File: config.mk
export PLATFORM = sky130hd
export DESIGN_NAME = pmsm_power_state_machine
export DESIGN_NICKNAME = d
export VERILOG_FILES = /design/src/core/pmsm_pkg.sv /design/src/core/pmsm_power_state_machine.sv /design/src/core/pmsm_sync.sv
export SDC_FILE = /design/constraint.sdc
export NUM_CORES = 1
export LEC_CHECK = 0
export BUFFER_PORTS_ARGS = -buffer_cell sky130_fd_sc_hd__buf_2
export CORE_MARGIN = 3
export CORE_UTILIZATION = 60
export CTS_BUF_LIST = sky130_fd_sc_hd__clkbuf_8
export DETAILED_ROUTE_END_ITERATION = 7
export GPL_TIMING_DRIVEN = 0
export PLACE_DENSITY = 0.87
export SLEW_MARGIN = 20
export SYNTH_ARGS = -nofsm -noshare
export SYNTH_HDL_FRONTEND = slang
export SYNTH_HIERARCHICAL = 1
export SYNTH_SLANG_ARGS = --single-unit
File: constraint.sdc
create_clock -name mclk -period 1.79 [get_ports mclk]
set_input_delay 0.0895 -clock mclk [delete_from_list [all_inputs] [get_ports mclk]]
set_output_delay 0.0895 -clock mclk [all_outputs]
set_load 0.005 [all_outputs]
File: src/core/pmsm_pkg.sv
package pmsm_pkg;
    // ---------------------------------------------------------------
    // Timing
    // ---------------------------------------------------------------
    localparam int CLK_FREQ_HZ = 40_000_000;
    localparam int WD_DELAY_NS = 30_000;  // Watchdog reset hold, 30 us
    localparam int CLK_PERIOD_NS = 1_000_000_000 / CLK_FREQ_HZ;
    // Least time, rounded up
    localparam int WD_DELAY_CYC =
        (WD_DELAY_NS + CLK_PERIOD_NS - 1) / CLK_PERIOD_NS;
    localparam int WD_TMR_W = 11;
    localparam int WD_CNT_W = 4;

    // ---------------------------------------------------------------
    // States, Gray coded along off -> test -> wait -> up -> on path
    // ---------------------------------------------------------------
    typedef enum logic [3:0] {
        ST_LOW_POWER_OFF_STATE = 4'h0,
        ST_SELF_TEST = 4'h1,
        ST_QPU_WAIT = 4'h3,
        ST_PWR_UP = 4'h2,
        ST_RUN = 4'h6,
        ST_STANDBY = 4'h7,
        ST_WD_RESET = 4'h5,
        ST_FAULT_DOWN = 4'h4
    } pmsm_state_e;
endpackage

File: src/core/pmsm_power_state_machine.sv
`timescale 1ns/1ps
`default_nettype none
// Function
// - Standby to run when pin level, after polarity bit, reads run.
// - Run to standby when pin level, after polarity bit, reads standby.
// - Hard watchdog reset event while on forces watchdog reset state.
// - Back to on after 30 us if event counter below limit.
// - Counter equal to limit sends watchdog reset to fault power-down.
// - Leaving off goes via self-test on safety variant, else to wait.
// - Level option: high power-on pin with clear load errors leaves off.
// - Edge option: power-on high-to-low edge is the power-up event.
// - Power-up also needs supply in window and temperature below limit.
// - Test-mode pin high passes off to wait regardless of events.
// - Self-test to wait on pass, or when test-mode pin is high.
// - Off-mode 0 power-on: wait is transitory into power up.
// - Off-mode 1 or test mode: wait holds until a power-on event.
// - External fail enable requires external fail input high to start.
// - Power-up ends in on once processor reset is released.
// - Failure during power-up goes to fault power-down.
module pmsm_power_state_machine #(
    parameter bit SAFETY_VARIANT = 1'b1,
    parameter int WD_DELAY_CYCLES = pmsm_pkg::WD_DELAY_CYC
) (
    input wire logic mclk, // 40 MHz clock
    input wire logic rst_n, // Async reset, active low
    input wire logic powerOnPin, // Power-on pin
    input wire logic lowPowerPin, // Low-power request pin
    input wire logic testModePin, // Test-mode pin
    input wire logic externalFailInput, // External fail, high is ok
    input wire logic lowPowerPinPolarityBit, // Inverts low-power pin
    input wire logic offModeSelectBit, // Off-mode select
    input wire logic powerOnEdgeSelect, // 0 level, 1 falling edge
    input wire logic externalFailEnable, // Use external fail input
    input wire logic vinAboveUv, // Supply above undervoltage
    input wire logic vinBelowOvlo, // Supply below overvoltage
    input wire logic ovloDisable, // Overvoltage lockout disabled
    input wire logic tempBelowTsd, // Junction below shutdown
    input wire logic trimLoadErrorFlag, // Trim load error
    input wire logic configLoadErrorFlag, // Config load error
    input wire logic selfTestDone, // Self-test finished pulse
    input wire logic selfTestErrorFlag, // Self-test error
    input wire logic hardWdEvent, // Hard watchdog reset pulse
    input wire logic [pmsm_pkg::WD_CNT_W-1:0] watchdogEventLimit, // Limit
    input wire logic procResetReleased, // Sequencer released reset
    input wire logic powerUpFail, // Failure during power up
    output pmsm_pkg::pmsm_state_e stateOut, // Current state
    output logic [pmsm_pkg::WD_CNT_W-1:0] watchdogEventCounter, // Count
    output logic selfTestStart, // In self-test
    output logic powerUpStart, // In power up
    output logic systemOn // In run or standby
);
    import pmsm_pkg::*;

    // ---------------------------------------------------------------
    // Reset release
    // ---------------------------------------------------------------
    logic rstMeta_r, rstSyncN;
    always_ff @(posedge mclk or negedge rst_n) begin
        if (!rst_n) begin
            rstMeta_r <= 1'b0;
            rstSyncN <= 1'b0;
        end else begin
            rstMeta_r <= 1'b1;
            rstSyncN <= rstMeta_r;
        end
    end

    // ---------------------------------------------------------------
    // Pin synchronisers and edge detect
    // ---------------------------------------------------------------
    logic [3:0] pinSync;
    logic pwrOnS, lowPwrS, testS, xFailS, pwrOnPrev_r;
    pmsm_sync #(.WIDTH(4)) uSync (
        .mclk(mclk),
        .rstSyncN(rstSyncN),
        .asyncIn({powerOnPin, lowPowerPin, testModePin, externalFailInput}),
        .syncOut(pinSync)
    );
    assign {pwrOnS, lowPwrS, testS, xFailS} = pinSync;

    // Previous synchronised power-on sample
    always_ff @(posedge mclk or negedge rstSyncN) begin
        if (!rstSyncN) begin
            pwrOnPrev_r <= 1'b0;
        end else begin
            pwrOnPrev_r <= pwrOnS;
        end
    end

    // ---------------------------------------------------------------
    // Conditions
    // ---------------------------------------------------------------
    logic pwrOnEvt, envOk, loadOk, xfOk, standbyReq;
    assign pwrOnEvt = powerOnEdgeSelect ? (pwrOnPrev_r && !pwrOnS) : pwrOnS;
    assign envOk = vinAboveUv && (vinBelowOvlo || ovloDisable) && tempBelowTsd;
    assign loadOk = !trimLoadErrorFlag && !configLoadErrorFlag;
    assign xfOk = !externalFailEnable || xFailS;
    assign standbyReq = lowPwrS ^ lowPowerPinPolarityBit;

    // ---------------------------------------------------------------
    // State machine
    // ---------------------------------------------------------------
    pmsm_state_e state_r, state_nxt;
    logic direct_r, direct_nxt;
    logic [WD_TMR_W-1:0] wdTmr_r;
    logic wdDone;
    localparam logic [WD_TMR_W-1:0] WD_LAST =
        WD_TMR_W'(WD_DELAY_CYCLES - 1);
    assign wdDone = (wdTmr_r == WD_LAST);

    // Next state
    always_comb begin
        state_nxt = state_r;
        direct_nxt = direct_r;
        case (state_r)
            ST_LOW_POWER_OFF_STATE: begin
                if (testS || offModeSelectBit ||
                    (pwrOnEvt && envOk && loadOk)) begin
                    direct_nxt = !testS && !offModeSelectBit;
                    state_nxt = SAFETY_VARIANT ? ST_SELF_TEST : ST_QPU_WAIT;
                end
            end
            ST_SELF_TEST: begin
                if (testS || (selfTestDone && !selfTestErrorFlag)) begin
                    state_nxt = ST_QPU_WAIT;
                end
            end
            ST_QPU_WAIT: begin
                if (loadOk && !selfTestErrorFlag && xfOk) begin
                    if (direct_r && !testS) begin
                        state_nxt = ST_PWR_UP;
                    end else if (pwrOnEvt && envOk) begin
                        state_nxt = ST_PWR_UP;
                    end
                end
            end
            ST_PWR_UP: begin
                if (powerUpFail) begin
                    state_nxt = ST_FAULT_DOWN;
                end else if (procResetReleased) begin
                    state_nxt = standbyReq ? ST_STANDBY : ST_RUN;
                end
            end
            ST_RUN, ST_STANDBY: begin
                if (hardWdEvent) begin
                    state_nxt = ST_WD_RESET;
                end else if (state_r == ST_RUN && standbyReq) begin
                    state_nxt = ST_STANDBY;
                end else if (state_r == ST_STANDBY && !standbyReq) begin
                    state_nxt = ST_RUN;
                end
            end
            ST_WD_RESET: begin
                if (watchdogEventCounter == watchdogEventLimit) begin
                    state_nxt = ST_FAULT_DOWN;
                end else if (wdDone &&
                             watchdogEventCounter < watchdogEventLimit) begin
                    state_nxt = ST_RUN;
                end
            end
            ST_FAULT_DOWN: state_nxt = ST_FAULT_DOWN;
            default: state_nxt = ST_LOW_POWER_OFF_STATE;
        endcase
    end

    always_ff @(posedge mclk or negedge rstSyncN) begin
        if (!rstSyncN) begin
            state_r <= ST_LOW_POWER_OFF_STATE;
            direct_r <= 1'b0;
        end else begin
            state_r <= state_nxt;
            direct_r <= direct_nxt;
        end
    end

    always_ff @(posedge mclk or negedge rstSyncN) begin
        if (!rstSyncN) begin
            wdTmr_r <= '0;
        end else if (state_r != ST_WD_RESET) begin
            wdTmr_r <= '0;
        end else if (!wdDone) begin
            wdTmr_r <= wdTmr_r + 1'b1;
        end
    end

    // Watchdog event counter, counts entries into watchdog reset
    always_ff @(posedge mclk or negedge rstSyncN) begin
        if (!rstSyncN) begin
            watchdogEventCounter <= '0;
        end else if (state_r == ST_LOW_POWER_OFF_STATE) begin
            watchdogEventCounter <= '0;
        end else if (state_nxt == ST_WD_RESET && state_r != ST_WD_RESET &&
                     watchdogEventCounter != '1) begin
            watchdogEventCounter <= watchdogEventCounter + 1'b1;
        end
    end

    // Outputs
    assign stateOut = state_r;
    assign selfTestStart = (state_r == ST_SELF_TEST);
    assign powerUpStart = (state_r == ST_PWR_UP);
    assign systemOn = (state_r == ST_RUN) || (state_r == ST_STANDBY);
endmodule
`default_nettype wire

File: src/core/pmsm_sync.sv
`timescale 1ns/1ps
`default_nettype none
// -------------------------------------------------------------------
// Two-stage synchroniser per bit
// -------------------------------------------------------------------
module pmsm_sync #(
    parameter int WIDTH = 4
) (
    input wire logic mclk, // Clock
    input wire logic rstSyncN, // Reset, active low
    input wire logic [WIDTH-1:0] asyncIn, // Raw pins
    output logic [WIDTH-1:0] syncOut // Synchronised pins
);
    logic [WIDTH-1:0] stage1_r;

    // Both stages clear on reset
    genvar i;
    generate
        for (i = 0; i < WIDTH; i++) begin : g_bit
            always_ff @(posedge mclk or negedge rstSyncN) begin
                if (!rstSyncN) begin
                    stage1_r[i] <= 1'b0;
                    syncOut[i] <= 1'b0;
                end else begin
                    stage1_r[i] <= asyncIn[i];
                    syncOut[i] <= stage1_r[i];
                end
            end
        end
    endgenerate
endmodule
`default_nettype wire
==> results of run 1 <==
==> sequential cells by signal, indices dropped and copies added, names as in the netlist <==
register,cells
rstMeta_r,1
direct_r,1
watchdogEventCounter,4
stateOut,4
rstSyncN,1
pwrOnPrev_r,1
uSync/syncOut,4
uSync/stage1_r,4
wdTmr_r,11
==> kinds of logic (layout without fill, tap and decap cells) <==
logic type,after synthesis,after routing,share of synthesized area (%)
AO/OA/AOI/OAI,21,21,10.58
XOR/XNOR,8,8,4.355
adder cells (fa/ha/maj),6,6,4.666
buffers and inverters,16,80,4.898
flip-flops,31,31,48.21
multiplexers,3,3,1.866
other,2,2,0.4667
AND/OR/NAND/NOR,71,71,24.96
==> cells in the mapped netlist, drive strengths merged, types with 3 or more instances <==
cell and n:
o211ai 4, inv 12, nor2 24, nand3 8, dfrtp 31, nor3 6, nand2 11, mux2i 3
nand2b 3, ha 6, xor2 7, nand4 4, a21oi 6
==> layer usage <==
layer | share of wire (%) | track usage, % | up-vias | wire length (µm)
li1 | - | - | 672 | -
met1 | 39 | 32.65 | 696 | 1672
met2 | 51 | 43.87 | 70 | 2205
met3 | 6.7 | 7.572 | 19 | 287
met4 | 2.9 | 9.603 | 0 | 125
met5 | 0 | 0 | - | 0
==> worst max-delay path, delay by kind of cell (launching register included) <==
kind                   cells  cell delay [ns]
and+or+nand+nor            3             0.78
DFF                        1             0.45
AOI/OAI and AO/OA          2             0.44
buffers and inverters      2             0.32
==> how the worst max path moves through the flow <==
| stage | from | to | depth (start not counted) |
|---|---|---|---|
| 3_5_place_dp | wdTmr_r[0] | watchdogEventCounter[3] | 7 |
| 6_report | stateOut[3] | watchdogEventCounter[2] | 7 |
| 2_1_floorplan | wdTmr_r[6] | watchdogEventCounter[2] | 6 |
| 4_1_cts | wdTmr_r[1] | watchdogEventCounter[3] | 8 |
| 3_3_place_gp | wdTmr_r[0] | watchdogEventCounter[2] | 7 |
| 5_1_grt | stateOut[3] | watchdogEventCounter[3] | 7 |
==> report_power, final <==
group | internal (mW) | switching, mW
logic | 0.281 | 0.262
clock network | 0.301 | 0.254
registers | 0.765 | 0.0942
total | 1.35 | 0.611
==> per-stage QoR <==
step / total power, mW / cell area (µm²) / setup TNS, ns / std cells
4_1_cts: 1.907 / 2101 / -0.9081 / 245
3_5_place_dp: 1.280 / 1827 / -1.757 / 223
5_1_grt: 2.068 / 2170 / -1.521 / 252
3_3_place_gp: 1.249 / 1827 / -1.384 / 223
6_report: 1.958 / 2170 / -1.087 / 252
2_1_floorplan: 1.123 / 1614 / -0.5628 / 158
==> final cells by class <==
class	instances	area share (%)
clock inverter	1	0.2307
tap	30	1.730
sequential	31	35.99
inverter	12	2.076
multi-input combinational	111	37.66
timing repair buffer	58	17.19
clock buffer	6	3.806
buffer	3	1.326
==> repair_timing <==
action | 4_1_cts | 5_1_grt
hold buffers | 5 | 0
pin swaps | 7 | 6
setup endpoints to repair | 5 | 5
resized for setup | 10 | 2
endpoints found under the hold margin | 6 | 0
setup buffers | 11 | 8
==> results.md, run 1 <==
- The run finished, with violations left.
- The final reports fail on setup timing.
- The number of vias after detailed routing is around 1500.
- Setup repair after global routing could not meet its margin everywhere.
- The synthesized area is 0.001609 mm².
- The initial antenna violation count is 0.
- The residual DRC count is 0.
- Static timing analysis puts the maximum clock frequency at 487.7 MHz.
- The class of the most critical hold timing path is input pin to asynchronous set/reset pin.
- After synthesis, the share of flip-flops with an asynchronous set or reset is 100.0%.
- The startpoint identified for the worst register-to-register timing path is stateOut[3].
- The slowest cell on the critical path is sky130_fd_sc_hd__dfrtp_2.
- In the final layout, the share of cells above drive strength 1 is between 30% and 40%.
- The headroom to the max-slew limit is around 58%.
- Measured on the finished design, the core utilization comes to a little under nine tenths.
- The via count of the first global-routing pass was ~1400.
- The floorplan step set the die height to just under 60 µm.
- In this run the tool buffered the top-level ports with 35 buffer cells.
- The average instance area after synthesis is roughly 10 µm².
- The maximum number of pins on one net before global-route repair is 30.
- The standby leakage power is between 1 and 1.5 nW.
- The root buffer cell chosen for the clock tree is sky130_fd_sc_hd__clkbuf_8.
- The library cells used most frequently in the layout, excluding fill and tap cells, are sky130_fd_sc_hd__buf_2, sky130_fd_sc_hd__dfrtp_1, sky130_fd_sc_hd__nor2_1.
- For this design the top-level I/O count stands at 36.
- The number of nets in the synthesized netlist is around 190.
- At the end of the flow, the number of nets in the layout was around 250.
- The die outline width is 57.79 µm.
- The core outline area is ~0.0025 mm².
- In this run the deepest clock path goes through 2 buffers.
- The total inserted antenna cells is 0.
- The number of max-slew violations in the final report is 0.
- For the worst setup path, the data arrival time is 2.28 ns.
- The die footprint is ~0.0033 mm².
- The clock buffer count from CTS is 5.
- For this configuration, the core starts out at a cell density of ~64%.
- In this run the number of H-tree levels came out at 2.
- The proportion of netlist area held by the largest area contributor is between 40% and 50%.
- Leaving out fill and tap cells, the most frequent cell in the layout is sky130_fd_sc_hd__buf_2.
- In the final layout, the multi-input gates occupy approximately 820 µm².
- After synthesis, the cell types taking the most area are sky130_fd_sc_hd__dfrtp_1, sky130_fd_sc_hd__nor2_1, sky130_fd_sc_hd__ha_1, sky130_fd_sc_hd__xor2_1, sky130_fd_sc_hd__inv_1.
- The residual antenna-violating net count after detailed routing is 0.
- The largest incremental delay on the critical path is ~0.45 ns.
- The synthesis warning total is 6.
- Compared with the post-synthesis result, the final layout area differs by 34.84%.
- The final number of hold-violating endpoints is 0.
- STA classifies the critical path startpoint as a register.
- The number of maximum-capacitance violations is 0.
- The number of enable flip-flop cells after synthesis is 0.
- By startpoint and endpoint, the worst setup path is classified as register to register.
- The final routed wire length divided by cell count is roughly 17 µm.
- Summed over all nets, the half-perimeter wirelength after detailed placement is 2.481 mm.
- The least setup slack across all paths after layout is -0.2604 ns.
- STA classifies the critical path endpoint as a register.
- Registers take 780.7 µm².
- For this design, the sink count on the clock tree is 31.
- TritonCTS built the clock tree.
- The leading register cell type out of synthesis is sky130_fd_sc_hd__dfrtp_1.
- The worst reg-to-reg setup slack is -0.26 ns.
- The worst path in the final design needs a cycle of a little over 2 ns, including I/O delays and setup.
- Sequential elements use around half of the synthesized area.
- OpenSTA, run right after detailed placement, puts the worst setup slack at -0.4088 ns.
- Counting the fill cells in the layout gives about 120.
- In the global route stage, overall resource usage came out at 26.37%.
- The worst-skew pair later-pin latency is roughly 0.29 ns.
- Using the TritonRoute via totals, the vias-per-cell ratio works out to roughly 5.8.
- sky130_fd_sc_hd__dfrtp_1 takes more of the synthesized area than any other cell.
- The endpoint of the most critical register-to-register path is watchdogEventCounter[2].
- After synthesis the netlist holds a flip-flop and latch count of 31.
- The fraction of the cycle the final worst path needs is 114.5%.
- The slew of the pin with the lowest slew margin is 0.6246 ns.
- The routed design has ~4.3 mm of wire.
- The cell count after synthesis came out at 158.
- Setup violations remaining at the end of the flow were counted as 5.
- The row count is 18.
- For this design the ratio of total power to cell area is 902.4 mW/mm².
- The signal on the critical path passes through buf_12 > or2b_2 > nor3_1 > a2111oi_4 > buf_4 > a2111o_1 > nand3_1.
- The critical path required time is between 2 and 2.5 ns.
- After clock tree synthesis, the clock-pin slew on the worst setup and hold paths is approximately 0.07 ns.
- The total overflow reported by the global router is 0.
- The worst-case IR drop observed on VDD is 0.8560 mV.
- The worst register-to-register path has a depth of 7.
- The number of distinct library cells after synthesis is 44.
- Final hold analysis gives a worst-case slack of 0.1171 ns.
- Along the worst path, the maximum fanout reaches 6.
- The first-pass GRT wire length is roughly 6.6 mm.
- The global placement routability congestion is about 0.81.
- The number of design-rule violations left by the first detailed-router iteration is 91.
- The first-pass detailed-route iteration total is 4.
- The setup skew after layout is about 0.0058 ns.
No activity file was read; power rests on OpenSTA's default activity.
==> inputs of run 2 (changes only) <==
--- a/config.mk
+++ b/config.mk
@@ -7,11 +7,11 @@
 export LEC_CHECK = 0
 export BUFFER_PORTS_ARGS = -buffer_cell sky130_fd_sc_hd__buf_2
 export CORE_MARGIN = 3
-export CORE_UTILIZATION = 60
+export CORE_UTILIZATION = 55
 export CTS_BUF_LIST = sky130_fd_sc_hd__clkbuf_8
 export DETAILED_ROUTE_END_ITERATION = 7
 export GPL_TIMING_DRIVEN = 0
-export PLACE_DENSITY = 0.87
+export PLACE_DENSITY = 0.81
 export SLEW_MARGIN = 20
 export SYNTH_ARGS = -nofsm -noshare
 export SYNTH_HDL_FRONTEND = slang
==> constraint.sdc (replaced) <==
create_clock -name mclk -period 2 [get_ports mclk]
set_input_delay 0.1 -clock mclk [delete_from_list [all_inputs] [get_ports mclk]]
set_output_delay 0.1 -clock mclk [all_outputs]
set_load 0.005 [all_outputs]
==> run 2 against run 1 <==
The run still ends with setup timing left. First-iteration DRC count is 8.8% lower. Clock skew up 0.0019 ns. Non-clock buffer count grew 1. Utilization fell by 3.1 points. Cell count increased by 0.79%. Global-route usage down 4.1 points. Flip-flop and latch count did not move. Clock power shrank 4.5%. Worst hold slack better by 0.0061 ns. Clock-buffer cell count increased by 1. Critical path depth shrank 1. Highest routed layer unchanged.
==> results.md, run 2 (synthesis gave the netlist of run 1 again) <==
- The flow ran to the end, but the final reports show violations.
- The final reports fail on setup timing.
- IR analysis of the VDD net gives a maximum drop of around 0.9 mV.
- At the pin with the least slew margin, the transition time is 0.6180 ns.
- The core outline area is between 0.002 and 0.003 mm².
- The min-delay analysis places its worst path in the category input pin to asynchronous set/reset pin.
- The number of levels in the clock H-tree is 2.
- The library cell used most frequently in the layout, excluding fill and tap cells, is sky130_fd_sc_hd__buf_2.
- The post-layout utilization of the core is 82.91%.
- The dominant delay contributor by cell family on the critical path is simple AND/OR/NAND/NOR gates.
- The final wirelength is ~3.8 mm.
- The peak clock frequency supported by timing is about 500 MHz.
- Setup repair after global routing could not meet its margin everywhere.
- The worst register-to-register path begins at stateOut[1].
- STA puts the critical path data arrival time at between 2 and 2.5 ns.
- The total track usage is 22.29%.
- After legalization and detailed placement, the total HPWL measured 2.481 mm.
- Detailed routing inserted a total of around 1400 vias.
- The TritonCTS sink count is 31.
- The register with the most flip-flops in the layout has 11 of them.
- In this run the register-to-register setup slack is -0.02 ns.
- Tracing the worst setup path back leads to its startpoint at stateOut[1].
- Cells with a size suffix above 1 make up 36.61% of the layout.
- The worst-skew pair later-pin latency is between 0.2 and 0.3 ns.
- The total overflow reported by the global router is 0.
- In this run the horizontal extent of the chip is about 60 µm.
- The clock buffer count from CTS is 5.
- The initial antenna violation count is 0.
- 36 I/O pins were placed.
- The power after layout is 1.816 mW.
- The critical path goes through or2b_2 > a221o_1 > o21ai_0 > or3_2 > a2111o_1 > nand3_1.
- The least setup slack across all paths after layout is -0.02366 ns.
- The floorplan step defined a die boundary enclosing around 0.0036 mm².
- For the finished layout, the period the worst path requires is a little over 2 ns.
- The clock slew seen by the registers of the worst setup and hold paths is around 0.060 ns.
- The tree is rooted in a sky130_fd_sc_hd__clkbuf_8.
- The congestion estimate from routability-driven global placement came to 0.7583.
- The row count is 18.
- Summing all flip-flop and latch instances after layout gives roughly 800 µm².
- In the layout the commonest cells are sky130_fd_sc_hd__buf_2, sky130_fd_sc_hd__dfrtp_1, sky130_fd_sc_hd__nor2_1.
- The final routed wire length divided by cell count is 15.15 µm.
- Fill cells in the final layout number 162.
- The power density normalized to cell area is between 800 and 900 mW/mm².
- The die is between 60 and 70 µm tall.
- The net count of the finished layout is 254.
- For this configuration, the core starts out at a cell density of between 60% and 70%.
- The largest buffer count on any clock path is 2.
- The fraction of the cycle the final worst path needs is 101.2%.
- The post-place instance area is between 0.0015 and 0.002 mm².
- Buffers placed on the I/O ports in this run total 35.
- The number of maximum-capacitance violations is 0.
- The final number of hold-violating endpoints came to 0.
- The multi-input combinational cell area is slightly above 800 µm².
- The largest incremental delay on the critical path is approximately 0.56 ns.
- The via count of the first global-routing pass came to ~1400.
- In this run the worst path has a maximum fanout of 8.
- The summed area of non-filler cells in the final layout is between 0.002 and 0.0025 mm².
- The first-pass GRT wire length is just under 6 mm.
- The first routing iteration left a little over 80 violations.
- In this run the tightest slew margin relative to its limit is between 50% and 60%.
- The capturing element type of the critical path is a register.
- Using the TritonRoute via totals, the vias-per-cell ratio works out to about 5.6.
- The critical path required time is 2.22 ns.
- The number of max-slew violations in the final report is 0.
- In this run the static leakage power is about 1.1 nW.
- The endpoint of the most critical register-to-register path is watchdogEventCounter[2].
- The slowest cell on the critical path is sky130_fd_sc_hd__or3_2.
- TritonCTS built the clock tree.
- The setup skew after layout is 0.007691 ns.
- The worst setup path is of the register to register kind.
- The detail route stage leaves a number of antenna-violating nets equal to 0.
- STA classifies the critical path startpoint as a register.
- The maximum number of pins on one net before global-route repair is 30.
- The first-pass detailed-route iteration total is 4.
- The register with the most flip-flops in the final layout is wdTmr_r.
- The worst slack at placement is -0.2562 ns.
- Setup violations remaining at the end of the flow were counted as 2.
- From synthesis to final layout, the design area changed by 35.77%.
- The repair_antennas step left the layout with diodes totalling 0.
- The number of cells on the worst reg-to-reg path is 6.
- Together, buffers and inverters on the worst path number 0.
- The residual DRC count is 0.
[run 2: cell types whose count changed in the layout (fill, tap and decap cells not counted), sizes merged]
cell    previous run  this run
inv               12        13
clkbuf             8         9
buf               54        55
clkinv             1         0
[run 2: metal layers]
metal  routed length [µm]  up-vias  track usage [%]  share of wire (%)
li1                     -      676                -                  -
met1                 1649      687            27.15                 43
met2                 1899       57            37.35                 49
met3                  221       12            6.048                5.7
met4                   78        0            8.544                2.0
met5                    0        -                0                  0
[run 2: report_power, final]
part	leakage (nW)	internal [mW]	switching, mW
logic	0.619	0.268	0.239
clock network	0.0557	0.308	0.222
registers	0.394	0.686	0.0923
[run 2: what timing repair did]
action | 4_1_cts | 5_1_grt
resized for setup | 9 | 5
pin swaps | 7 | 7
endpoints found under the setup margin | 5 | 5
endpoints found under the hold margin | 6 | 0
buffers inserted | 9 | 9
hold buffers | 5 | 0
[run 2: per-stage QoR]
step                      std cells  setup TNS, ns  hold WS [ns]
after global placement          223        -0.8630       -0.1157
final                           254       -0.02711        0.1232
after floorplan                 158              0       -0.1956
after global routing            254        -0.4464        0.1463
after CTS                       245       -0.03883        0.1154
after detailed placement        223         -1.059       -0.1109
[run 2: area by class of cell]
cell class / count / area share [%]
clock buffers: 7 / 4.410
well taps: 30 / 1.718
flip-flops and latches: 31 / 35.68
multi-input cells: 111 / 37.63
inverters: 12 / 2.062
repair buffers: 58 / 16.49
plain buffers: 4 / 1.833
clock inverters: 1 / 0.1718
[run 2: worst reg2reg max path, cell delays in order (launching register included)]
cell and delay [ns]:
sky130_fd_sc_hd__dfrtp_2 0.48, sky130_fd_sc_hd__or2b_2 0.22, sky130_fd_sc_hd__a221o_1 0.10, sky130_fd_sc_hd__o21ai_0 0.11, sky130_fd_sc_hd__or3_2 0.56, sky130_fd_sc_hd__a2111o_1 0.42
sky130_fd_sc_hd__nand3_1 0.08
[run 2: worst max path at each step]
| stage | end | slack, ns | depth (start not counted) |
|---|---|---|---|
| after global placement | watchdogEventCounter[2] | -0.22 | 7 |
| after floorplan | watchdogEventCounter[2] | 0.004 | 6 |
| after detailed placement | watchdogEventCounter[2] | -0.26 | 7 |
| final | watchdogEventCounter[2] | -0.02 | 6 |
| after CTS | watchdogEventCounter[2] | -0.04 | 9 |
| after global routing | watchdogEventCounter[2] | -0.13 | 8 |
==> inputs of run 3 (changes only) <==
--- a/config.mk
+++ b/config.mk
@@ -5,9 +5,10 @@
 export SDC_FILE = /design/constraint.sdc
 export NUM_CORES = 1
 export LEC_CHECK = 0
+export ABC_AREA = 1
 export BUFFER_PORTS_ARGS = -buffer_cell sky130_fd_sc_hd__buf_2
 export CORE_MARGIN = 3
-export CORE_UTILIZATION = 55
+export CORE_UTILIZATION = 56
 export CTS_BUF_LIST = sky130_fd_sc_hd__clkbuf_8
 export DETAILED_ROUTE_END_ITERATION = 7
 export GPL_TIMING_DRIVEN = 0
==> run 3 against run 2 <==
The run now ends clean. Non-clock buffer count is 22 lower. Maximum frequency is 16% higher. Setup slack better by 0.27 ns. Synthesized cell count rose by 31%. Via count increased by 1.8%. Highest routed layer unchanged. Synthesized area grew 6.8%. Register-to-register slack improved by 0.27 ns. Worst hold slack got worse by 0.097 ns. Flip-flop and latch count did not move. Clock-buffer cell count decreased by 1.
==> results.md, run 3 <==
- A synthesized cell averages around 8.3 µm².
- Counting I/O delays and the setup requirement, the final critical path takes roughly 1.8 ns.
- The placed instances occupy a cell area of around 0.0019 mm².
- The setup skew after layout is 0.002373 ns.
- For this run, asynchronously set or reset flops after synthesis account for 100.0%.
- The largest buffer count on any clock path is 2.
- Once the floorplan was initialized, standard cells occupied between 60% and 70% of the core.
- In the post-synthesis netlist, the biggest area contributors are sky130_fd_sc_hd__dfrtp_1, sky130_fd_sc_hd__nand2_1, sky130_fd_sc_hd__inv_1, sky130_fd_sc_hd__nand3_1, sky130_fd_sc_hd__ha_1.
- Input and output buffers added on the ports amount to 35.
- The number of clock buffers added by TritonCTS is 5.
- In the final timing run, aggregate negative setup slack is 0 ns.
- VDD sags by at most 0.7589 mV.
- The worst slack at placement is about 0.25 ns.
- Dividing the final minimum period by the clock period gives between 80 and 90%.
- The worst hold slack after final layout is approximately 0.027 ns.
- The most frequent standard cell in the layout excluding fill and tap cells is sky130_fd_sc_hd__nand2_1.
- The peak clock frequency supported by timing is ~570 MHz.
- The clock reaches the later pin of the worst-skew pair after ~0.28 ns.
- The row count is 19.
- The share of the yosys chip area belonging to registers is around 45%.
- The synthesis-stage register bit count is 31.
- The overall die height is just over 60 µm.
- The average via count per standard cell is slightly above 5.
- The number of levels in the clock H-tree is 2.
- The number of cells in the design after placement is around 270.
- Across every metal layer, demand over resource in global routing totals around a fifth.
- Counting instances in the post-synthesis netlist gives the leading cell types as sky130_fd_sc_hd__nand2_1, sky130_fd_sc_hd__dfrtp_1, sky130_fd_sc_hd__inv_1.
- The number of vias after detailed routing is between 1000 and 1500.
- The residual DRC count is 0.
- In this run, synthesis inferred 0 flip-flops with an integrated enable.
- For this block, the initial DRC count from the detailed router was 75.
- For this run, the leading register cell type out of synthesis is sky130_fd_sc_hd__dfrtp_1.
- The post-synthesis net count is between 200 and 250.
- The synthesized netlist occupies a cell area of between 0.0015 and 0.002 mm².
- Relative to the synthesized area, the layout overhead comes to 22.29%.
- For the pin with the worst max-slew slack, the measured transition is 0.5983 ns.
- Measured on the finished design, the core utilization comes to roughly three quarters.
- The summed area of non-filler cells in the final layout is around 0.0021 mm².
- The worst hold path belongs to the class input pin to register.
- Setup repair after global routing left no endpoint under its margin.
- The total inserted antenna cells is 0.
- The via count of the first global-routing pass is 1288.
- The final routed wire length divided by cell count is 11.50 µm.
- The number of maximum-capacitance violations is 0.
- The root cell of the clock tree is sky130_fd_sc_hd__clkbuf_8.
- The number of ports placed on the die boundary is 36.
- Clock-pin slew was measured on the worst setup and hold paths at approximately 0.06 ns.
- The total overflow reported by the global router is 0.
- The largest register by flop count is wdTmr_r.
- TritonCTS built the clock tree.
- The most repeated cell in the gate-level netlist after synthesis is sky130_fd_sc_hd__nand2_1.
- Setup violations remaining at the end of the flow were counted as 0.
- The least setup slack across all paths after layout is 0.2500 ns.
- The class of the most critical setup path is register to register.
- The run finished with clean final reports.
- STA puts the critical path data required time at between 2 and 2.5 ns.
- Of the cells placed in the final design, the portion with a size suffix greater than 1 is 28.24%.
- The proportion of netlist area held by the largest area contributor is 45.16%.
- The initial antenna violation count is 0.
- The core outline area is ~0.0028 mm².
- Power comes to around 1.8 mW.
- For this design the ratio of total power to cell area is 847.5 mW/mm².
- The standby leakage power is roughly 1.1 nW.
- In the layout the commonest cells are sky130_fd_sc_hd__nand2_1, sky130_fd_sc_hd__buf_2, sky130_fd_sc_hd__dfrtp_1.
- The most area-hungry cell type in the Yosys netlist is sky130_fd_sc_hd__dfrtp_1.
- The final number of hold-violating endpoints came to 0.
- The post-cts hold buffer count is 5.
- The detailed placer's ending HPWL is around 2.5 mm.
- Once detail routing completed, the nets flagged for antenna violations numbered 0.
- The startpoint class of the critical path is a register.
- Measured along the x axis, the die boundary spans approximately 61 µm.
- After clock tree synthesis, the repair step resized 0 gates.
- In this run the tightest slew margin relative to its limit is between 60% and 70%.
- The first-pass GRT wire length is around 5.3 mm.
- The global placement routability congestion is 0.8573.
- STA puts the critical path data arrival time at roughly 1.9 ns.
- The first detailed-routing pass ran for 4 iterations.
- The maximum number of pins on one net before global-route repair is 30.
- The floorplan step defined a die boundary enclosing about 0.0038 mm².
- Synthesis instantiated 26 different standard cells from the library.
- The net count of the finished layout is about 290.
- The routed design has 3.289 mm of wire.
- CTS saw 31 sinks.
- The register with the most flip-flops in the layout has 11 of them.
- The critical-path maximum fanout is 6.
- The total setup buffers inserted after CTS is 0.
- In the synthesized netlist, the number of instances is a little over 200.
- The count of cells in the finished layout, fillers not included, comes to about 290.
- The synthesis warning total is 6.
- The number of max-slew violations in the final report came to 0.
- The capturing element type of the critical path is a register.
[run 3: cells by family after synthesis]
| logic type | synth area share [%] |
|---|---|
| flops | 45.16 |
| fa+ha+maj | 4.370 |
| buf+inv | 7.429 |
| other cells | 0.4372 |
| xor+xnor | 1.020 |
| compound gates | 6.628 |
| simple gates | 34.96 |
[run 3: cell type report]
type                    instances  area (µm²)
fillers                       217       728.2
inverters                      34       127.6
multi-input cells             142       814.5
clock buffers                   6       82.58
repair buffers                 40       225.2
clock inverters                 2       35.03
flip-flops and latches         31       777.0
well taps                      31       38.79
[run 3: power by group]
part | total (mW) | switching (mW) | internal, mW
logic | 0.407 | 0.245 | 0.162
registers | 0.746 | 0.0654 | 0.681
clock network | 0.627 | 0.224 | 0.403
total | 1.78 | 0.535 | 1.25
[run 3: per-layer routing]
layer / vias to the layer above / track usage, % / part of all wire (%)
met2: 41 / 30.66 / 45
met5: - / 0 / 0
li1: 757 / - / -
met4: 0 / 6.667 / 1.4
met3: 7 / 4.403 / 6.1
met1: 653 / 25.73 / 48
[run 3: worst max-delay path: stages, from the launching register on]
cell and delay, ns:
sky130_fd_sc_hd__dfrtp_1 0.46, sky130_fd_sc_hd__ha_1 0.32, sky130_fd_sc_hd__nand2_1 0.06, sky130_fd_sc_hd__nor2_1 0.22
sky130_fd_sc_hd__nor2_4 0.07, sky130_fd_sc_hd__nand2_2 0.09, sky130_fd_sc_hd__nand2_4 0.05, sky130_fd_sc_hd__nor2_4 0.13
sky130_fd_sc_hd__nand2_2 0.09, sky130_fd_sc_hd__nand3_1 0.08, sky130_fd_sc_hd__nand2_1 0.06
[run 3: worst paths after layout]
path	to	slack, ns	from	cells after the start
setup / recovery	watchdogEventCounter[2]	0.25	watchdogEventCounter[2]	10
max in group asynchronous	watchdogEventCounter[1]	1.33	rstSyncN	0
hold reg to reg	watchdogEventCounter[3]	0.28	rstSyncN	0
min in group asynchronous	rstMeta_r	0.15	rst_n	2
setup reg to reg	watchdogEventCounter[2]	0.25	watchdogEventCounter[2]	10
hold / removal	direct_r	0.03	offModeSelectBit	2
